==> src/midi_filter_regs.vh <==
// Constants for the MIDI message filter and dispatcher: register offsets,
// field positions, reset values and MIDI codes.
// Assumes inclusion by bare name from the design files.
`ifndef MIDI_FILTER_REGS_VH
`define MIDI_FILTER_REGS_VH

// ----------------------------------------------------------------
// Register byte addresses
// ----------------------------------------------------------------
`define OFS_CTRL 10'h000
`define OFS_STATUS 10'h004
`define OFS_PGM_BASE 10'h200

// ----------------------------------------------------------------
// Control register field positions
// ----------------------------------------------------------------
`define BIT_PC_TX_EN 0
`define BIT_PC_ECHO 1
`define BIT_PC_RX_EN 2
`define BIT_PC_ANY 3
`define BIT_CC_TX_EN 4
`define BIT_CC_ECHO 5
`define BIT_CC_RX_EN 6
`define BIT_CC_ANY 7
`define POS_CC_MODE 8
`define POS_TX_PORT 12
`define POS_RX_PORT 16
`define POS_TX_CHAN 20
`define POS_RX_CHAN 24
`define CTRL_WMASK 32'h0FF773FF
`define CTRL_RESET 32'h00000100

// ----------------------------------------------------------------
// Port codes, mapping modes, parameter kinds
// ----------------------------------------------------------------
`define PORT_MIDI 3'h0
`define PORT_USB1 3'h1
`define PORT_USB2 3'h2
`define PORT_USB3 3'h3
`define PORT_SLOT 3'h4
`define MODE_ONE 2'h1
`define MODE_TWO 2'h2
`define MODE_THREE 2'h3
`define KIND_FADER 2'h0
`define KIND_PAN 2'h1
`define KIND_SEND1 2'h2
`define KIND_SEND2 2'h3

// ----------------------------------------------------------------
// MIDI status nibbles and controller numbers
// ----------------------------------------------------------------
`define ST_CTRL_CHANGE 4'hB
`define ST_PROG_CHANGE 4'hC
`define CC_FADER 7'h07
`define CC_PAN 7'h0A
`define CC_SEND1 7'h5B
`define CC_SEND2 7'h5D
`define CC_MODE2_FIRST 7'h01
`define CC_MODE2_LAST 7'h10

`endif

==> src/cc_parameter_map.v <==
// Controller number to mix parameter translation, both directions.
// Assumes a combinational use by the dispatcher; no state of its own.
`timescale 1ns/1ps
`default_nettype none
`include "midi_filter_regs.vh"

module cc_parameter_map (
    input wire [1:0] mode,
    input wire [3:0] rx_channel_in,
    input wire [6:0] rx_number,
    output reg rx_hit,
    output reg [1:0] rx_kind,
    output reg [3:0] rx_track,
    input wire [1:0] tx_kind,
    input wire [3:0] tx_track,
    input wire [3:0] tx_base_channel,
    output reg tx_hit,
    output reg [3:0] tx_channel_out,
    output reg [6:0] tx_number
);

    // ----------------------------------------------------------------
    // Incoming controller to parameter
    // ----------------------------------------------------------------
    always @* begin
        rx_hit = 1'b0;
        rx_kind = `KIND_FADER;
        rx_track = 4'h0;
        if (mode == `MODE_ONE) begin
            // Channel number selects the track of the same number
            rx_track = rx_channel_in;
            rx_hit = 1'b1;
            // Fixed controller set per track
            case (rx_number)
                `CC_FADER: rx_kind = `KIND_FADER;
                `CC_PAN: rx_kind = `KIND_PAN;
                `CC_SEND1: rx_kind = `KIND_SEND1;
                `CC_SEND2: rx_kind = `KIND_SEND2;
                default: rx_hit = 1'b0; // Unmapped number
            endcase
        end else if (mode == `MODE_TWO) begin
            // Controllers 1..16 drive input faders 1..16
            if (rx_number >= `CC_MODE2_FIRST && rx_number <= `CC_MODE2_LAST) begin
                rx_hit = 1'b1;
                rx_track = rx_number[3:0] - 4'h1;
            end
        end
        // Mode three: its own table is not held, nothing matches
    end

    // ----------------------------------------------------------------
    // Operated parameter to outgoing controller
    // ----------------------------------------------------------------
    always @* begin
        tx_hit = 1'b0;
        tx_channel_out = tx_base_channel;
        tx_number = `CC_FADER;
        if (mode == `MODE_ONE) begin
            tx_hit = 1'b1;
            tx_channel_out = tx_track;
            case (tx_kind)
                `KIND_FADER: tx_number = `CC_FADER;
                `KIND_PAN: tx_number = `CC_PAN;
                `KIND_SEND1: tx_number = `CC_SEND1;
                default: tx_number = `CC_SEND2;
            endcase
        end else if (mode == `MODE_TWO) begin
            // Single configured channel, faders only
            if (tx_kind == `KIND_FADER) begin
                tx_hit = 1'b1;
                tx_number = {3'h0, tx_track} + 7'h01;
            end
        end
    end

endmodule
`default_nettype wire

==> src/midi_message_filter_dispatch.v <==
// Program change and control change filter and dispatcher between the
// mixer core and external MIDI traffic, with an Avalon-MM register slave.
// Assumes all message and event inputs come from logic on the same clock,
// already parsed into whole messages, and held until acknowledged.
`timescale 1ns/1ps
`default_nettype none
`include "midi_filter_regs.vh"

module midi_message_filter_dispatch #(
    parameter ADDR_W = 10,
    parameter PGM_DEPTH = 128
) (
    input wire clock,
    input wire rst,

    // Avalon-MM register slave
    input wire [ADDR_W-1:0] avs_address,
    input wire avs_read,
    input wire avs_write,
    input wire [31:0] avs_writedata,
    input wire [3:0] avs_byteenable,
    output reg [31:0] avs_readdata,
    output reg avs_waitrequest,

    // Received message stream
    input wire rx_valid,
    input wire [2:0] rx_port,
    input wire [7:0] rx_status,
    input wire [6:0] rx_data1,
    input wire [6:0] rx_data2,
    output reg rx_ack,

    // Scene recall events from the panel
    input wire scene_valid,
    input wire [6:0] scene_number,
    output reg scene_ack,

    // Mix parameter operations from the panel
    input wire param_valid,
    input wire [1:0] param_kind,
    input wire [3:0] param_track,
    input wire [6:0] param_value,
    output reg param_ack,

    // Transmitted message stream
    output reg tx_valid,
    input wire tx_ready,
    output reg [2:0] tx_port,
    output reg [7:0] tx_status,
    output reg [6:0] tx_data1,
    output reg [6:0] tx_data2,

    // Scene recall request to the mixer core
    output reg recall_valid,
    output reg [6:0] recall_scene,

    // Mix parameter update request to the mixer core
    output reg update_valid,
    output reg [1:0] update_kind,
    output reg [3:0] update_track,
    output reg [6:0] update_value
);

    // ----------------------------------------------------------------
    // Storage
    // ----------------------------------------------------------------
    reg [31:0] ctrl; // Enables, mode, ports, channels
    reg [15:0] accept_count; // Received messages acted upon
    reg [15:0] drop_count; // Received messages ignored

    // Scene assignment table
    reg [6:0] pgm_map [0:PGM_DEPTH-1]; // Program number to scene number
    integer i; // Reset loop index

    // Control fields
    // Program change enables and accept_any_channel
    wire pc_tx_en = ctrl[`BIT_PC_TX_EN];
    wire pc_echo = ctrl[`BIT_PC_ECHO];
    wire pc_rx_en = ctrl[`BIT_PC_RX_EN];
    wire pc_accept_any_channel = ctrl[`BIT_PC_ANY];

    // Control change enables and accept_any_channel
    wire cc_tx_en = ctrl[`BIT_CC_TX_EN];
    wire cc_echo = ctrl[`BIT_CC_ECHO];
    wire cc_rx_en = ctrl[`BIT_CC_RX_EN];
    wire cc_accept_any_channel = ctrl[`BIT_CC_ANY];

    // Mode, link ports, channel codes
    wire [1:0] cc_mode = ctrl[`POS_CC_MODE+1:`POS_CC_MODE];
    wire [2:0] sel_tx_port = ctrl[`POS_TX_PORT+2:`POS_TX_PORT];
    wire [2:0] sel_rx_port = ctrl[`POS_RX_PORT+2:`POS_RX_PORT];
    wire [3:0] tx_chan = ctrl[`POS_TX_CHAN+3:`POS_TX_CHAN];
    wire [3:0] rx_chan = ctrl[`POS_RX_CHAN+3:`POS_RX_CHAN];

    // ----------------------------------------------------------------
    // Controller mapping
    // ----------------------------------------------------------------
    wire map_rx_hit; // Received controller has a parameter
    wire [1:0] map_rx_kind; // Parameter kind of received controller
    wire [3:0] map_rx_track; // Track of received controller
    wire map_tx_hit; // Operated parameter has a controller
    wire [3:0] map_tx_chan; // Channel for outgoing controller
    wire [6:0] map_tx_num; // Number for outgoing controller

    // One translator for both directions
    cc_parameter_map u_map (
        .mode(cc_mode),
        // Receive side
        .rx_channel_in(rx_status[3:0]),
        .rx_number(rx_data1),
        .rx_hit(map_rx_hit),
        .rx_kind(map_rx_kind),
        .rx_track(map_rx_track),
        // Transmit side
        .tx_kind(param_kind),
        .tx_track(param_track),
        .tx_base_channel(tx_chan),
        .tx_hit(map_tx_hit),
        .tx_channel_out(map_tx_chan),
        .tx_number(map_tx_num)
    );

    // ----------------------------------------------------------------
    // Receive classification
    // ----------------------------------------------------------------
    // Only a legal, selected receive port passes
    wire port_ok = (rx_port == sel_rx_port) && (rx_port <= `PORT_SLOT);

    // Message type from the status nibble
    wire is_pc = (rx_status[7:4] == `ST_PROG_CHANGE);
    wire is_cc = (rx_status[7:4] == `ST_CTRL_CHANGE);
    wire chan_match = (rx_status[3:0] == rx_chan);

    // Program change channel test, bypassed by accept_any_channel
    wire pc_accept = port_ok && is_pc && pc_rx_en && (pc_accept_any_channel || chan_match);

    // Mode one takes all sixteen channels; other modes one channel unless accept_any_channel is set
    wire cc_chan_ok = (cc_mode == `MODE_ONE) || cc_accept_any_channel || chan_match;

    // Accept_any_channel opens every channel unmapped numbers drop
    wire cc_accept = port_ok && is_cc && cc_rx_en && cc_chan_ok && map_rx_hit;

    // Echo applies to every received message of the type on the port
    wire pc_echo_go = port_ok && is_pc && pc_echo;
    wire cc_echo_go = port_ok && is_cc && cc_echo;

    // Codes above the slot port send nothing
    wire tx_port_ok = (sel_tx_port <= `PORT_SLOT);

    // ----------------------------------------------------------------
    // Request arbitration
    // ----------------------------------------------------------------
    // A request is taken only with the output slot empty and no
    // acknowledge pending, so a held request is never taken twice.
    wire slot_free = !tx_valid && !rx_ack && !scene_ack && !param_ack;

    // Received traffic first, then scenes, then parameters
    wire take_rx = slot_free && rx_valid;
    wire take_scene = slot_free && !rx_valid && scene_valid;
    wire take_param = slot_free && !rx_valid && !scene_valid && param_valid;

    // ----------------------------------------------------------------
    // Message dispatch
    // ----------------------------------------------------------------
    always @(posedge clock) begin
        if (rst) begin
            rx_ack <= 1'b0;
            scene_ack <= 1'b0;
            param_ack <= 1'b0;

            // Output slot empty
            tx_valid <= 1'b0;
            tx_port <= `PORT_MIDI;
            tx_status <= 8'h00;
            tx_data1 <= 7'h00;
            tx_data2 <= 7'h00;

            // Core requests idle
            recall_valid <= 1'b0;
            recall_scene <= 7'h00;
            update_valid <= 1'b0;
            update_kind <= `KIND_FADER;
            update_track <= 4'h0;
            update_value <= 7'h00;

            // Status counters from zero
            accept_count <= 16'h0000;
            drop_count <= 16'h0000;
        end else begin
            // Acknowledges and core requests are single pulses
            rx_ack <= take_rx;
            scene_ack <= take_scene;
            param_ack <= take_param;
            recall_valid <= 1'b0;
            update_valid <= 1'b0;

            // Output slot empties when the link takes it
            if (tx_valid && tx_ready) begin
                tx_valid <= 1'b0;
            end

            if (take_rx) begin
                // Received message: echo, then act on it
                if ((pc_echo_go || cc_echo_go) && tx_port_ok) begin
                    tx_valid <= 1'b1;
                    tx_port <= sel_tx_port;
                    tx_status <= rx_status;
                    tx_data1 <= rx_data1;
                    tx_data2 <= rx_data2;
                end

                if (pc_accept) begin
                    // Program number selects the assigned scene
                    recall_valid <= 1'b1;
                    recall_scene <= pgm_map[rx_data1];
                end

                if (cc_accept) begin
                    // Mapped parameter takes the controller value
                    update_valid <= 1'b1;
                    update_kind <= map_rx_kind;
                    update_track <= map_rx_track;
                    update_value <= rx_data2;
                end

                // Each taken message counted once
                if (pc_accept || cc_accept) begin
                    accept_count <= accept_count + 16'h0001;
                end else begin
                    drop_count <= drop_count + 16'h0001;
                end
            end else if (take_scene) begin
                // Scene recall sends its program change
                if (pc_tx_en && tx_port_ok) begin
                    tx_valid <= 1'b1;
                    tx_port <= sel_tx_port;
                    tx_status <= {`ST_PROG_CHANGE, tx_chan};
                    tx_data1 <= scene_number;
                    tx_data2 <= 7'h00;
                end
            end else if (take_param) begin
                // Operated parameter sends its controller
                if (cc_tx_en && map_tx_hit && tx_port_ok) begin
                    tx_valid <= 1'b1;
                    tx_port <= sel_tx_port;
                    tx_status <= {`ST_CTRL_CHANGE, map_tx_chan};
                    tx_data1 <= map_tx_num;
                    tx_data2 <= param_value;
                end
            end
        end
    end

    // ----------------------------------------------------------------
    // Avalon-MM slave
    // ----------------------------------------------------------------
    // Waitrequest stands high; a request gets one low cycle, in which
    // a write takes effect and read data stand.
    wire req = avs_read || avs_write;
    wire wr_now = avs_write && !avs_waitrequest;

    // Address decode
    wire is_ctrl = (avs_address == `OFS_CTRL);
    wire is_status = (avs_address == `OFS_STATUS);
    wire is_pgm = (avs_address >= `OFS_PGM_BASE)
        && (avs_address < `OFS_PGM_BASE + PGM_DEPTH * 4)
        && (avs_address[1:0] == 2'h0);

    // Table word index
    wire [ADDR_W-1:0] pgm_ofs = avs_address - `OFS_PGM_BASE;
    wire [6:0] pgm_idx = pgm_ofs[8:2];

    // Byte-lane merge for the control register
    reg [31:0] next_ctrl;
    always @* begin
        next_ctrl = ctrl;
        if (avs_byteenable[0]) next_ctrl[7:0] = avs_writedata[7:0];
        if (avs_byteenable[1]) next_ctrl[15:8] = avs_writedata[15:8];
        if (avs_byteenable[2]) next_ctrl[23:16] = avs_writedata[23:16];
        if (avs_byteenable[3]) next_ctrl[31:24] = avs_writedata[31:24];
        // Reserved bits read as zero
        next_ctrl = next_ctrl & `CTRL_WMASK;
    end

    // Handshake, writes and read data
    always @(posedge clock) begin
        if (rst) begin
            avs_waitrequest <= 1'b1;
            avs_readdata <= 32'h00000000;
            ctrl <= `CTRL_RESET;

            // Program number n recalls scene n until reassigned
            for (i = 0; i < PGM_DEPTH; i = i + 1) begin
                pgm_map[i] <= i[6:0];
            end
        end else begin
            // One low cycle per request
            avs_waitrequest <= !(req && avs_waitrequest);

            // Read data for the low cycle
            if (req && avs_waitrequest) begin
                // Unmapped addresses read as zero
                if (is_ctrl) begin
                    avs_readdata <= ctrl;
                end else if (is_status) begin
                    avs_readdata <= {drop_count, accept_count};
                end else if (is_pgm) begin
                    avs_readdata <= {25'h0000000, pgm_map[pgm_idx]};
                end else begin
                    avs_readdata <= 32'h00000000;
                end
            end

            if (wr_now && is_ctrl) begin
                // Channels 1..16 held as codes 0..15
                ctrl <= next_ctrl;
            end

            // Table takes the low lane only
            if (wr_now && is_pgm && avs_byteenable[0]) begin
                pgm_map[pgm_idx] <= avs_writedata[6:0];
            end
        end
    end

endmodule
`default_nettype wire

==> config.mk <==
export PLATFORM = sky130hd
export DESIGN_NAME = midi_message_filter_dispatch
export DESIGN_NICKNAME = d
export VERILOG_FILES = /design/src/cc_parameter_map.v /design/src/midi_message_filter_dispatch.v
export VERILOG_INCLUDE_DIRS = /design/src
export SDC_FILE = /design/constraint.sdc
export NUM_CORES = 2
export LEC_CHECK = 0
export ABC_AREA = 1
export BUFFER_PORTS_ARGS = -buffer_cell sky130_fd_sc_hd__buf_2
export CORE_ASPECT_RATIO = 1.5
export CORE_MARGIN = 1
export CORE_UTILIZATION = 40
export DETAILED_ROUTE_END_ITERATION = 7
export PLACE_DENSITY_LB_ADDON = 0.15
export SLEW_MARGIN = 10
export SYNTH_ARGS = -nofsm -noshare
export SYNTH_HDL_FRONTEND = slang
export SYNTH_SLANG_ARGS = --single-unit
==> constraint.sdc <==
create_clock -name clock -period 2.2 [get_ports clock]
set_input_delay 0 -clock clock [delete_from_list [all_inputs] [get_ports clock]]
set_output_delay 0 -clock clock [all_outputs]
set_load 0.02 [all_outputs]
# == Word-level counts from Yosys, hierarchy flattened ==
# Memories as Yosys holds them, arrays and structs flattened. A register that Yosys moved wholly into a read port is not among the register bits.
# Index checks and enable logic that the tools add are counted.
# Widths: inputs -> output; s select.
# word_totals
regBits,133
ramBits,896
in_bits,99
output_inout_bits,84
wordCells,171
mem_count,1
# op_classes
n_addsub,5
magnitude_cmp,5
n_eq_ne,15
mux,61
bitwise_logic,2
n_reduce_logical,61
# mem_list
name,words,width,read_ports,rd_clocked_by_memory_dff,write_ports,line,text
pgm_map,128,7,2,1,128,midi_message_filter_dispatch.v:72,reg [6:0] pgm_map [0:PGM_DEPTH-1];
# ops
cell,count
$mux 7,18
$mux 32,2
$mux 8,6
$add 16x1->16 const B,2
$logic_and 1x1->1,30
$mux 1,22
$pmux 7 s3,1
$mux 3,6
$mux 4,4
$reduce_and 2->1,8
$eq 7x7->1 const B,2
$eq 10x3->1 const B,1
$ge 10x10->1 const B,1
$logic_not 10->1,1
$sub 9x1->9 const B,1
$eq 4x4->1 const B,2
$logic_not 1->1,8
$eq 7x3->1 const B,1
$eq 7x4->1 const B,1
$ge 7x1->1 const B,1
$le 7x5->1 const B,1
$reduce_or 7->1,1
$le 3x3->1 const B,2
$logic_or 1x1->1,6
16 further kinds,21

# == Longest topological paths before layout ==
# logic_depth
depth_word,10
mapped_depth,19
mapped_depth_nobuf,15

# == By module ==
# From an unflattened synthesis, not the netlist that was laid out.
# unflattened
cells_unflattened,7515
hier_area_um2,57362.5
# by_module_without_submodules
module,n_inst,cells_per_inst,area_each_um2,seq_area_each_um2
midi_message_filter_dispatch,1,7413,56805.7,29708.5
cc_parameter_map,1,102,556.8,0.0

# == Worst setup path before layout ==
# No wires, ideal clock.
# synth_path
path_kind,reg-to-reg
start,reg avs_waitrequest
end,"mem pgm_map[127][0], enable pin"
setup_ns,0.381
arrival_time_ns,1.834
t_required_ns,1.819
setup_slack_ns,-0.015
path_stages_with_launch,7
n_path_buf,1
synth_period_minus_slack_ns,2.215
path_cell_list,dfxtp_1 > nor2_1 > nand4_1 > nor4_1 > inv_2 > buf_4 > o21ai_0
# synth_rtl
element,line,text
from (decl),midi_message_filter_dispatch.v:23,"output reg avs_waitrequest,"
from (signal assigned),midi_message_filter_dispatch.v:298,avs_waitrequest <= !(req && avs_waitrequest);
to (decl),midi_message_filter_dispatch.v:72,

==> results.py <==
metrics = {
    "detailed_routing": {
        "drtPass1Iterations": 6,
        "drc_errors": 0,
        "wl_per_cell_um": 24.2,
        "postRouteAntennaNets": 0,
        "drt_wl_total_um": 241000,
        "routed_via_density": 5.57,
        "drtIter0Drc": 6413,
        "via_count": 55420,
    },
    "sta": {
        "fin_crit_sh_pct": 103,
        "grt_setup_unrepaired": "true",
        "finalClockSkew_ns": 0.0218,
        "tightest_slew_ns": 1.12,
        "slew_headroom_pct": 25.2,
        "fmax_mhz": 440,
        "hold_viol": 0,
        "slew_viol_final": 0,
        "min_period_ns": 2.27,
        "setup_ws_ns": -0.0705,
        "setup_viol": 71,
    },
    "place": {
        "place_ws_ns": -0.306,
        "dp_hpwl_um": 168000,
        "numPortBuffers": 174,
        "gp_congestion": 1.00,
    },
    "flow_run": {
        "drv_cap": 0,
    },
    "power_and_ir_drop": {
        "combPwrFrac_pct": 13.8,
        "power.internal_mw": 34.6,
        "ir_worst_vdd_uv": 568,
        "p_switching_mw": 12.9,
        "clkPwrFrac_pct": 40.2,
        "p_leak_nw": 28.3,
        "power.density_nw_per_um2": 673,
        "switching_share_pct": 27.2,
        "sequentialPowerShare_pct": 46.0,
    },
    "synth": {
        "synth.yosys.seq_area_share_pct": 52.2,
        "yosysUniqueCellTypes": 50,
        "ys_seq_elements": 1036,
        "synthCells": 7350,
        "synth_nets": 7461,
        "ys_warn_count": 0,
        "avgSynthCellArea_um2": 7.74,
        "syn_area_um2": 56900,
    },
    "die": {
        "die_h_um": 464,
        "die_x_um": 310,
        "rows": 169,
        "start_util_pct": 40.3,
        "dieArea_um2": 144000,
        "design.core.area_um2": 141000,
        "pin_count": 183,
    },
    "global_routing": {
        "grt_max_degree": 128,
        "grt_antenna_before_repair": 3,
        "overflow": 0,
        "grt_first_pass_wirelength_um": 345000,
        "track_usage_pct": 32.8,
        "grt_pass1_vias": 52883,
    },
    "critical_path": {
        "critPathMaxStageDelay_ns": 0.34,
        "worstPathMaxFanout": 7,
        "required_ns": 2.64,
        "critPathCaptureType": "register",
        "cpLargestDelayFamily": "simple AND/OR/NAND/NOR gates",
        "worst_setup_path_start_kind": "register",
        "crit_type": "reg2reg",
        "path_cells": "nor2_4 > nand4_1 > buf_6 > nor4_4 > inv_2 > clkbuf_16 > nor2_4 > inv_2 > nand2_2 > buf_6",
        "r2r_slack_ns": -0.07,
        "crit_buf_inv": 5,
        "slowest_stage": "dfxtp_2",
        "worstPathArrival_ns": 2.71,
    },
    "cells_and_area": {
        "final_util_pct": 50.0,
        "layout_common_cells": "nand2_1 (1,991), nor2_1 (937), edfxtp_1 (896)",
        "multi_input_area_um2": 22900,
        "fillerInstances": 13550,
        "regArea_um2": 29700,
        "drive_gt1_share_pct": 16.0,
        "nets": 8093,
        "final_common_cell": "nand2_1",
        "area_growth_pct": 24.2,
    },
    "outcome": {
        "failed_checks": "setup timing",
        "outcome": "finished, violations left",
    },
    "clock_tree": {
        "cts_made_buffers": 103,
        "clk_latency_ns": 0.74,
        "htree_num_levels": 3,
        "clk_path_buf_depth": 3,
        "cts_tree": "built",
        "clk_pin_slew_ns": 0.06,
        "cts_sinks": 1036,
        "cts_root_buf": "clkbuf_16",
    },
    "worst_hold_path": {
        "hp-class": "in2reg",
    },
}
==> routing by layer <==
| metal | global-route usage, % | share of wire (%) |
|---|---|---|
| met1 | 38.3 | 36 |
| met2 | 55.6 | 48 |
| met3 | 4.53 | 7.7 |
| met4 | 21.8 | 7.6 |
| met5 | 0 | 0.011 |
==> kinds of logic after synthesis <==
kind of cell,after synthesis,share of synthesized area (%)
buf+inv,1217,8.40
flops,1036,52.2
simple gates,3769,27.0
compound gates,1282,11.7
xor+xnor,34,0.523
fa+ha+maj,12,0.264
==> synth_stat cells, drive strengths merged <==
master / instances / share of area [%]
o2bb2ai: 2 / 0.031
nor2: 1021 / 6.9
nand3: 594 / 5.3
o21ai: 693 / 6.1
or2: 2 / 0.022
nor3b: 1 / 0.013
a22o: 6 / 0.092
o2111ai: 1 / 0.015
buf: 191 / 1.6
a41oi: 1 / 0.015
nand2: 2027 / 13
nand3b: 3 / 0.040
clkbuf: 323 / 2.1
o211ai: 11 / 0.15
xnor2: 15 / 0.23
nor4: 7 / 0.088
o31ai: 4 / 0.077
nand4: 99 / 1.1
a31oi: 24 / 0.27
edfxtp: 896 / 47
a22oi: 1 / 0.013
inv: 701 / 4.6
ha: 12 / 0.26
a21oi: 480 / 4.2
xor2: 19 / 0.29
a211oi: 1 / 0.013
nor3: 15 / 0.15
o22ai: 57 / 0.63
a32o: 1 / 0.018
clkinv: 2 / 0.013
dfxtp: 140 / 4.9
==> power by group through the flow <==
stage | Clock [mW] | Combinational [mW] | Sequential (mW)
floorplan | 0 | 3.08 | 22.3
global placement | 0 | 6.19 | 22.3
detailed placement | 0 | 6.21 | 22.3
CTS | 19.3 | 6.37 | 21.9
global route | 20.0 | 6.94 | 21.9
finish | 19.1 | 6.56 | 21.9
==> tightest hold or removal path, stage by stage <==
cell	delay (ns)
clkbuf_8	0.15
buf_12	0.19
o22ai_1	0.14
o21ai_0	0.10
a21oi_1	0.10
==> stage by stage <==
stage | area (um^2) | setup TNS, ns | std cells | total power, mW | hold slack, ns
after floorplan | 56900 | 0 | 7350 | 25.3 | 0.103
after global placement | 65400 | -68.83 | 9646 | 28.5 | 0.216
after detailed placement | 65400 | -55.55 | 9646 | 28.5 | 0.224
after CTS | 70100 | 0 | 9942 | 47.5 | 0.00482
after global routing | 70700 | -10.94 | 9953 | 48.8 | 0.0737
final | 70700 | -1.67 | 9954 | 47.6 | 0.0193
==> cell type report <==
cell class | count | area share (%)
Multi-Input combinational cell | 5097 | 32.4
Tap cell | 1881 | 3.33
Timing Repair Buffer | 1041 | 13.3
Clock buffer | 128 | 3.98
Sequential cell | 1036 | 42.0
Clock inverter | 66 | 1.11
Inverter | 703 | 3.84
Antenna cell | 2 | 0.00708
==> worst paths after layout <==
| check | cells past startpoint | endpoint | startpoint |
|---|---|---|---|
| worst min register to register | 2 | tx_status[6] | tx_status[6] |
| worst max-delay path | 10 | pgm_map[106][6] | avs_waitrequest |
| worst min-delay path | 5 | update_track[0] | rx_data1[0] |
| worst max register to register | 10 | pgm_map[106][6] | avs_waitrequest |
==> flip-flops by register name, summed over array words and instances, names as in the netlist <==
signal	count
pgm_map	896
avs_waitrequest	1
update_track	4
recall_scene	7
tx_valid	1
tx_port	3
update_value	7
update_kind	2
param_ack	1
accept_count	16
avs_readdata	32
tx_data1	7
ctrl	24
scene_ack	1
update_valid	1
drop_count	16
rx_ack	1
recall_valid	1
tx_status	8
tx_data2	7
==> repair_timing <==
| item | CTS | global route |
|---|---|---|
| buffers inserted | 0 | 9 |
| endpoints found under the hold margin | 501 | 0 |
| pin swaps | 0 | 11 |
| hold buffers | 102 | 0 |
| cloned | 0 | 1 |
| resized for setup | 31 | 147 |
| setup endpoints to repair | 510 | 879 |
Power figures use the tool's default switching activity.
